`config.mk`:
```
export PLATFORM = sky130hd
export DESIGN_NAME = hot_swap_sequencer
export DESIGN_NICKNAME = d
export VERILOG_FILES = /design/src/design/hot_swap_pkg.sv /design/src/design/hot_swap_sequencer.sv
export SDC_FILE = /design/constraint.sdc
export NUM_CORES = 1
export LEC_CHECK = 0
export ABC_AREA = 1
export BUFFER_PORTS_ARGS = -buffer_cell sky130_fd_sc_hd__buf_2
export CORE_UTILIZATION = 59
export CTS_BUF_LIST = sky130_fd_sc_hd__clkbuf_4 sky130_fd_sc_hd__clkbuf_8 sky130_fd_sc_hd__clkbuf_16
export DETAILED_ROUTE_END_ITERATION = 7
export PLACE_DENSITY = 0.81
export SLEW_MARGIN = 20
export SYNTH_ARGS = -nofsm -noshare
export SYNTH_HDL_FRONTEND = slang
export SYNTH_SLANG_ARGS = --single-unit
```
`constraint.sdc`:
```
create_clock -name clock_in -period 2.3 [get_ports clock_in]
set_clock_uncertainty 0.2 [all_clocks]
set_input_delay 0.23 -clock clock_in [delete_from_list [all_inputs] [get_ports clock_in]]
set_output_delay 0.23 -clock clock_in [all_outputs]
set_load 0.03 [all_outputs]
```
`src/design/hot_swap_pkg.sv`:
```
/*
 Constants shared by the hot swap sequencer: timing, source codes, states.
 Assumes a 200 MHz clock and comparator results already squared to logic levels.
*/
package hot_swap_pkg;
    // Clock period in picoseconds
    localparam int clock_period_ps = 5000;
    // Enable glitch filter time in nanoseconds, and its cycle count (least time, round up)
    localparam int enable_filter_ns = 3000;
    localparam int enable_filter_cycles = (enable_filter_ns * 1000 + clock_period_ps - 1) /
        clock_period_ps;
    localparam int filter_count_width = 10;
    // Synchroniser depth
    localparam int sync_stages = 2;
    // Number of synchronised comparator inputs
    localparam int comparator_count = 6;
    // Timer source one-hot codes: bit0 5uA up, bit1 60uA up, bit2 2uA down, bit3 100uA down
    localparam logic [3:0] timer_up_5ua = 4'h1;
    localparam logic [3:0] timer_up_60ua = 4'h2;
    localparam logic [3:0] timer_down_2ua = 4'h4;
    localparam logic [3:0] timer_down_100ua = 4'h8;
    // Gate source one-hot codes: 25mA down, 2mA down, 12uA up, full enhancement
    localparam logic [3:0] gate_down_25ma = 4'h1;
    localparam logic [3:0] gate_down_2ma = 4'h2;
    localparam logic [3:0] gate_up_12ua = 4'h4;
    localparam logic [3:0] gate_full_on = 4'h8;

    typedef enum logic [6:0] {
        st_reset = 7'h01,
        st_init_up = 7'h02,
        st_init_down = 7'h04,
        st_wait_on = 7'h08,
        st_swap = 7'h10,
        st_on = 7'h20,
        st_fault = 7'h40
    } seq_state_type;
endpackage

```
`src/design/hot_swap_sequencer.sv`:
```
/*
 Hot swap sequencer: picks the gate drive and timer current source from
 comparator results. Assumes the analog side turns these selects into currents
 and that the comparators report supply, enable, timer and sense levels.
*/
// Function
// - Gate held off until lockout, init, enable
// - Lockout holds reset, release starts init
// - Initial timing cycle precedes any attempt
// - Enable changes under 3 us ignored
// - Enable low after init pulls gate, resets timer
// - Enable high starts attempt after init
// - Timer floor and trip levels end phases
// - Exactly one timer source active
// - Attempt starts with 12 uA gate pull-up
// - Fault current charges timer at 60 uA
// - Current drops: 100 uA down, gate full
// - Timer trip under fault: 2 mA pull-down
// - Latch-off waits for enable cycled
// - Auto-retry forever with timed cool-down
// - Fast trip pulls gate down immediately
// - Reset period: 25 mA gate, 100 uA timer
// - Init: 5 uA up to trip, 100 uA down
// - Cool-down 2 uA down, floor restarts attempt
`timescale 1ns/1ps
module hot_swap_sequencer
    import hot_swap_pkg::*;
#(
    parameter logic auto_retry = 1'b0,
    parameter logic [filter_count_width-1:0] filter_cycles = filter_count_width'(enable_filter_cycles)
) (
    // Clock, reset, enable
    input wire logic clock_in,
    input wire logic rst_in,
    input wire logic clk_en_in,
    // Comparator results
    input wire logic supply_lockout_in,
    input wire logic enable_in,
    input wire logic timer_floor_level_in,
    input wire logic timer_trip_level_in,
    input wire logic fault_timing_level_in,
    input wire logic fast_trip_level_in,
    // Drive selects
    output logic [3:0] gate_source_out,
    output logic [3:0] timer_source_out,
    output logic fault_out
);

////////////////////////////////////////////////////////////////////////////////

    typedef struct packed {
        logic [comparator_count-1:0] sync1;
        logic [comparator_count-1:0] sync2;
        logic enable_filt;
        logic enable_prev;
        logic [filter_count_width-1:0] filter_count;
        logic init_done;
        logic armed;
        logic current_seen;
        seq_state_type state;
        logic [3:0] gate_source;
        logic [3:0] timer_source;
        logic fault;
    } seq_regs_type;

    seq_regs_type cur;
    seq_regs_type next_cur;
    logic [comparator_count-1:0] raw;
    logic lockout;
    logic enable_sync;
    logic floor_hit;
    logic trip_hit;
    logic fault_timing;
    logic fast_trip;
    logic enable_rise;

    assign raw = {fast_trip_level_in, fault_timing_level_in, timer_trip_level_in,
        timer_floor_level_in, enable_in, supply_lockout_in};

    // Only the second stage is looked at
    assign lockout = cur.sync2[0];
    assign enable_sync = cur.sync2[1];
    assign floor_hit = cur.sync2[2];
    assign trip_hit = cur.sync2[3];
    assign fault_timing = cur.sync2[4];
    assign fast_trip = cur.sync2[5];
    assign enable_rise = cur.enable_filt && !cur.enable_prev;

////////////////////////////////////////////////////////////////////////////////

    always_comb begin
        next_cur = cur;
        next_cur.sync1 = raw;
        next_cur.sync2 = cur.sync1;
        next_cur.enable_prev = cur.enable_filt;
        if (enable_sync == cur.enable_filt) begin
            next_cur.filter_count = '0;
        end else if (cur.filter_count >= filter_cycles - 1'b1) begin
            next_cur.enable_filt = enable_sync;
            next_cur.filter_count = '0;
        end else begin
            next_cur.filter_count = cur.filter_count + 1'b1;
        end
        // A fresh rising edge arms an attempt; clear below beats set
        if (enable_rise) begin
            next_cur.armed = 1'b1;
        end
        // Inrush has to be seen anew on every attempt
        if (cur.state != st_swap && cur.state != st_on) begin
            next_cur.current_seen = 1'b0;
        end
        case (cur.state)
            st_reset: begin
                next_cur.gate_source = gate_down_25ma;
                next_cur.timer_source = timer_down_100ua;
                if (!lockout) begin
                    next_cur.state = st_init_up;
                end
            end
            st_init_up: begin
                next_cur.gate_source = gate_down_25ma;
                next_cur.timer_source = timer_up_5ua;
                if (trip_hit) begin
                    next_cur.state = st_init_down;
                end
            end
            st_init_down: begin
                next_cur.timer_source = timer_down_100ua;
                if (!floor_hit) begin
                    next_cur.init_done = 1'b1;
                    next_cur.state = st_wait_on;
                end
            end
            st_wait_on: begin
                next_cur.gate_source = gate_down_25ma;
                next_cur.timer_source = timer_down_100ua;
                // Start whenever enable is high; init_done is always set here, so no rising edge is needed
                if (cur.enable_filt && (cur.armed || enable_rise || !cur.enable_prev ||
                        cur.init_done)) begin
                    next_cur.state = st_swap;
                    next_cur.armed = 1'b0;
                    next_cur.gate_source = gate_up_12ua;
                    next_cur.fault = 1'b0;
                end
            end
            st_swap, st_on: begin
                if (fault_timing) begin
                    next_cur.timer_source = timer_up_60ua;
                    next_cur.current_seen = 1'b1;
                    if (trip_hit) begin
                        next_cur.state = st_fault;
                        next_cur.gate_source = gate_down_2ma;
                        // Post-fault timer phase starts with the gate pull-down
                        next_cur.timer_source = auto_retry ? timer_down_2ua : timer_down_100ua;
                        next_cur.fault = 1'b1;
                    end
                end else if (cur.current_seen) begin
                    next_cur.timer_source = timer_down_100ua;
                    next_cur.gate_source = gate_full_on;
                    next_cur.state = st_on;
                end else begin
                    // Low sense before any inrush is sync lag, not a drop;
                    // a load that never draws timing current keeps the 12 uA pull-up
                    next_cur.timer_source = timer_down_100ua;
                end
            end
            st_fault: begin
                next_cur.gate_source = gate_down_2ma;
                if (auto_retry) begin
                    next_cur.timer_source = timer_down_2ua;
                    if (!floor_hit) begin
                        next_cur.state = st_swap;
                        next_cur.gate_source = gate_up_12ua;
                        next_cur.fault = 1'b0;
                    end
                end else begin
                    next_cur.timer_source = timer_down_100ua;
                    if (enable_rise) begin
                        next_cur.state = st_swap;
                        next_cur.armed = 1'b0;
                        next_cur.gate_source = gate_up_12ua;
                        next_cur.fault = 1'b0;
                    end
                end
            end
            default: begin
                next_cur.state = st_reset;
            end
        endcase
        if (fast_trip && (cur.state == st_swap || cur.state == st_on)) begin
            next_cur.gate_source = gate_down_2ma;
            next_cur.state = st_fault;
            next_cur.fault = 1'b1;
        end
        if (!cur.enable_filt && cur.init_done) begin
            next_cur.state = st_wait_on;
            next_cur.gate_source = gate_down_25ma;
            next_cur.timer_source = timer_down_100ua;
            next_cur.init_done = 1'b1;
        end
        if (lockout) begin
            next_cur.state = st_reset;
            next_cur.init_done = 1'b0;
            // Lockout is a full reset, so the fault flag goes too
            next_cur.fault = 1'b0;
            next_cur.gate_source = gate_down_25ma;
            next_cur.timer_source = timer_down_100ua;
        end
    end

    always_ff @(posedge clock_in) begin
        if (rst_in) begin
            cur.sync1 <= {comparator_count{1'b1}};
            cur.sync2 <= {comparator_count{1'b1}};
            cur.enable_filt <= 1'b0;
            cur.enable_prev <= 1'b0;
            cur.filter_count <= '0;
            cur.init_done <= 1'b0;
            cur.armed <= 1'b0;
            cur.current_seen <= 1'b0;
            cur.state <= st_reset;
            cur.gate_source <= gate_down_25ma;
            cur.timer_source <= timer_down_100ua;
            cur.fault <= 1'b0;
        end else if (clk_en_in) begin
            cur <= next_cur;
        end
    end

////////////////////////////////////////////////////////////////////////////////

    assign timer_source_out = cur.timer_source;
    assign gate_source_out = cur.gate_source;
    assign fault_out = cur.fault;

endmodule // hot_swap_sequencer

```
==> reports/metrics.yaml <==
status: "finished, final reports clean"
crit_required_ns: 2.34
cpMostUsedCell: "sky130_fd_sc_hd__nand2_1"
drtIter0Drc: 249
start_kind: "register"
h-tree-depth: 2
antenna_cells: 0
p_int_w: 0.00118
power.share.sequential: 0.492
maxCapViolCount: 0
drt.antenna.violating_nets: 0
cts_inserted_buffers: 5
syn2layout_area_growth_pct: 9.37
synth_top_cell_area_share: 0.364
final-hold-violation-count: 0
gpl.final_weighted_congestion: 1.03
netlist_area_mm2: 0.00231
setup_ws_ns: 0.393
critical_path.max_stage_delay_ns: 0.43
drc: 0
detail_route.first_pass.iterations: 4
fin_crit_ns: 1.91
y_dimension_of_the_die_um: 64.6
finalSetupViolCount: 0
synth_seq_cells: 42
post_layout_nonfiller_instances: 413
holdWs_ns: 0.107
clk_root_buffer_cell: "sky130_fd_sc_hd__clkbuf_8"
core_area_mm2: 0.00372
initial_core_util: 0.622
placement.setup.worst_slack_ns: 0.410
pin_count_of_the_biggest_net_entering_global_routing: 23
synthCells: 351
synth_cell_type_count: 32
ys_top_cells_by_count: "sky130_fd_sc_hd__nand2_1 (96), sky130_fd_sc_hd__dfxtp_1 (42), sky130_fd_sc_hd__nand3_1 (42)"
synth_edf_count: 0
critical_path.cell_chain: "inv_2 -> nand2_2 -> nor2_1 -> nand3_1 -> nand2_1 -> nor2_4 -> nand2_2 -> nand2_1 -> nand2_1 -> nor2_1"
die_x_um: 64.6
num_vias: 2180
groute.usage.overall: 0.268
finalNetCount: 374
synth_flop_cell: "sky130_fd_sc_hd__dfxtp_1"
synth_top_cell_by_area: "sky130_fd_sc_hd__dfxtp_1"
cts_buffer_depth: 2
clk_pin_slew_worst_paths_ns: 0.08
yosysWarningCount: 0
synth_seq_area_share: 0.364
route.detailed.vias_per_inst: 5.28
insertion_delay_ns: 0.30
numPlacedInstances: 399
whs_path_depth: 2
mappedNetlistNets: 361
vdd_drop_max_mv: 0.538
critical_path_class: "reg2reg"
most_used_standard_cell_by_instance_count_after_synthesis: "sky130_fd_sc_hd__nand2_1"
power.leakage_nw: 1.16
clk_sinks: 42
timing.critical_path.fanout_max: 18
unrepaired_setup_endpoints_after_global_routing: "false"
gr-total-overflow: 0
cp.arrival_ns: 1.95
power-per-cell-area_mw_per_mm2: 639
share_of_async_settable_or_async_resettable_flops_after_synthesis: 0
final_min_period_over_clock_period: 0.829
grt_pass1_wl_um: 8560
layout-drive-gt1-share: 0.140
synth_area_leaders: "sky130_fd_sc_hd__dfxtp_1 (36%), sky130_fd_sc_hd__nand2_1 (16%), sky130_fd_sc_hd__nand3_1 (9.1%), sky130_fd_sc_hd__a21oi_1 (5.8%), sky130_fd_sc_hd__nor2_1 (5.7%)"
cts_tree: "yes"
fillerInstances: 352
rr_worst_depth: 10
port_buffers: 16
drt_wl_total_um: 4920
post_detail_place_hpwl_um: 3590
floorplan.io_pins: 18
synth_area_per_cell_um2: 6.58
number_of_antenna_violations_at_the_first_check_in_global_routing: 0
crit_slowest_cell: "sky130_fd_sc_hd__dfxtp_1"
first_global_vias: 1944
std_cell_rows: 22
swShare: 0.271
hold_class: "in2reg"
fmaxAchievable_mhz: 524
final-max-slew-violation-count: 0
end_kind: "register"
switching_power_w: 0.000438
power_frac_clock: 0.366
route.detailed.wl_per_inst_um: 11.9
fp.dieArea_mm2: 0.00417
setup_tns_ns: 0
power.share.combinational: 0.142
==> flip-flops by register name (all words and copies together), names as in the netlist <==
name / cells
gate_source_out: 4
timer_source_out: 3
cur: 34
fault_out: 1
==> power groups by stage <==
stage / Clock, W / Combinational, W / Sequential [W]
2_1_floorplan: 0 / 0.000180 / 0.000805
5_1_grt: 0.000637 / 0.000261 / 0.000799
3_3_place_gp: 0 / 0.000214 / 0.000810
4_1_cts: 0.000598 / 0.000228 / 0.000794
3_5_place_dp: 0 / 0.000218 / 0.000810
6_report: 0.000591 / 0.000229 / 0.000794
==> layer usage <==
layer / GRT usage / vias up / routed length, um
met3: 0.0581 / 8 / 265
met5: 0 / - / 0
li1: - / 1143 / -
met2: 0.438 / 69 / 2260
met4: 0.0889 / 0 / 72
met1: 0.348 / 960 / 2320
==> worst paths after layout <==
check / from / endpoint / slack, ns
worst min-delay path: rst_in / cur[17]$_SDFFE_PP0P_ / 0.11
worst min register to register: cur[42]$_SDFFE_PP1P_ / cur[42]$_SDFFE_PP1P_ / 0.26
worst max register to register: cur[31]$_SDFFE_PP1P_ / gate_source_out[3]$_SDFFE_PP0P_ / 0.39
worst max-delay path: cur[31]$_SDFFE_PP1P_ / gate_source_out[3]$_SDFFE_PP0P_ / 0.39
==> final cells by class <==
cell class | instances | area (um2) | area share
repair buffers | 26 | 170 | 0.0673
inverters | 36 | 135 | 0.0535
well taps | 48 | 60.1 | 0.0238
clock inverters | 2 | 37.5 | 0.0149
clock buffers | 6 | 76.3 | 0.0302
multi-input cells | 253 | 1210 | 0.478
flip-flops and latches | 42 | 841 | 0.333
==> worst max-delay path: cells and delay by family (launching register included) <==
kind	cells	cell delay, ns
and+or+nand+nor	9	1.09
DFF	1	0.43
buffers and inverters	1	0.13
==> cell families (layout without fill, tap and decap cells) <==
| group | count (synthesis) | in the layout | synth area share |
|---|---|---|---|
| AND/OR/NAND/NOR | 196 | 196 | 0.375 |
| buffers and inverters | 56 | 70 | 0.114 |
| AO/OA/AOI/OAI | 52 | 52 | 0.129 |
| flip-flops | 42 | 42 | 0.364 |
| XOR/XNOR | 3 | 3 | 0.0114 |
| adder cells (fa/ha/maj) | 1 | 1 | 0.00541 |
| other | 1 | 1 | 0.00162 |
==> layout by cell type (no fill, tap or decap) <==
cell / instances
sky130_fd_sc_hd__buf_4: 4
sky130_fd_sc_hd__o31ai_1: 1
sky130_fd_sc_hd__nand3_1: 42
sky130_fd_sc_hd__nand3_2: 2
sky130_fd_sc_hd__nor3_1: 3
sky130_fd_sc_hd__o21ai_4: 1
sky130_fd_sc_hd__o22ai_1: 1
sky130_fd_sc_hd__clkinv_1: 1
sky130_fd_sc_hd__a21oi_1: 27
sky130_fd_sc_hd__xor2_1: 2
sky130_fd_sc_hd__inv_1: 31
sky130_fd_sc_hd__o21ai_1: 1
sky130_fd_sc_hd__dfxtp_1: 42
sky130_fd_sc_hd__nand2_2: 6
sky130_fd_sc_hd__nand4_1: 4
sky130_fd_sc_hd__nand2_1: 96
sky130_fd_sc_hd__a211oi_1: 3
sky130_fd_sc_hd__ha_1: 1
sky130_fd_sc_hd__xnor2_1: 1
sky130_fd_sc_hd__o21ai_0: 14
sky130_fd_sc_hd__a21boi_2: 1
sky130_fd_sc_hd__clkbuf_4: 1
sky130_fd_sc_hd__clkbuf_8: 5
sky130_fd_sc_hd__a21oi_2: 1
sky130_fd_sc_hd__nor2_2: 4
sky130_fd_sc_hd__dlygate4sd3_1: 6
sky130_fd_sc_hd__buf_2: 16
sky130_fd_sc_hd__bufinv_16: 1
sky130_fd_sc_hd__nor2_4: 3
sky130_fd_sc_hd__conb_1: 1
sky130_fd_sc_hd__inv_2: 4
sky130_fd_sc_hd__clkinvlp_4: 1
sky130_fd_sc_hd__o211ai_1: 2
sky130_fd_sc_hd__nor2_1: 35
sky130_fd_sc_hd__or2_4: 1
==> through the flow <==
| stage | utilization | instance area [um2] | total power [W] |
|---|---|---|---|
| 2_1_floorplan | - | 2310 | 0.000985 |
| 3_5_place_dp | 0.633 | 2350 | 0.00103 |
| 6_report | 0.680 | 2530 | 0.00161 |
| 5_1_grt | 0.680 | 2530 | 0.00170 |
| 3_3_place_gp | 0.633 | 2350 | 0.00102 |
| 4_1_cts | 0.680 | 2530 | 0.00162 |
==> timing repair <==
| action | 4_1_cts | 5_1_grt |
|---|---|---|
| buffers inserted | 0 | 0 |
| gates resized for setup | 0 | 0 |
| hold buffers | 6 | 0 |
| endpoints found under the hold margin | 6 | 0 |
No activity file was read; power rests on OpenSTA's default activity.
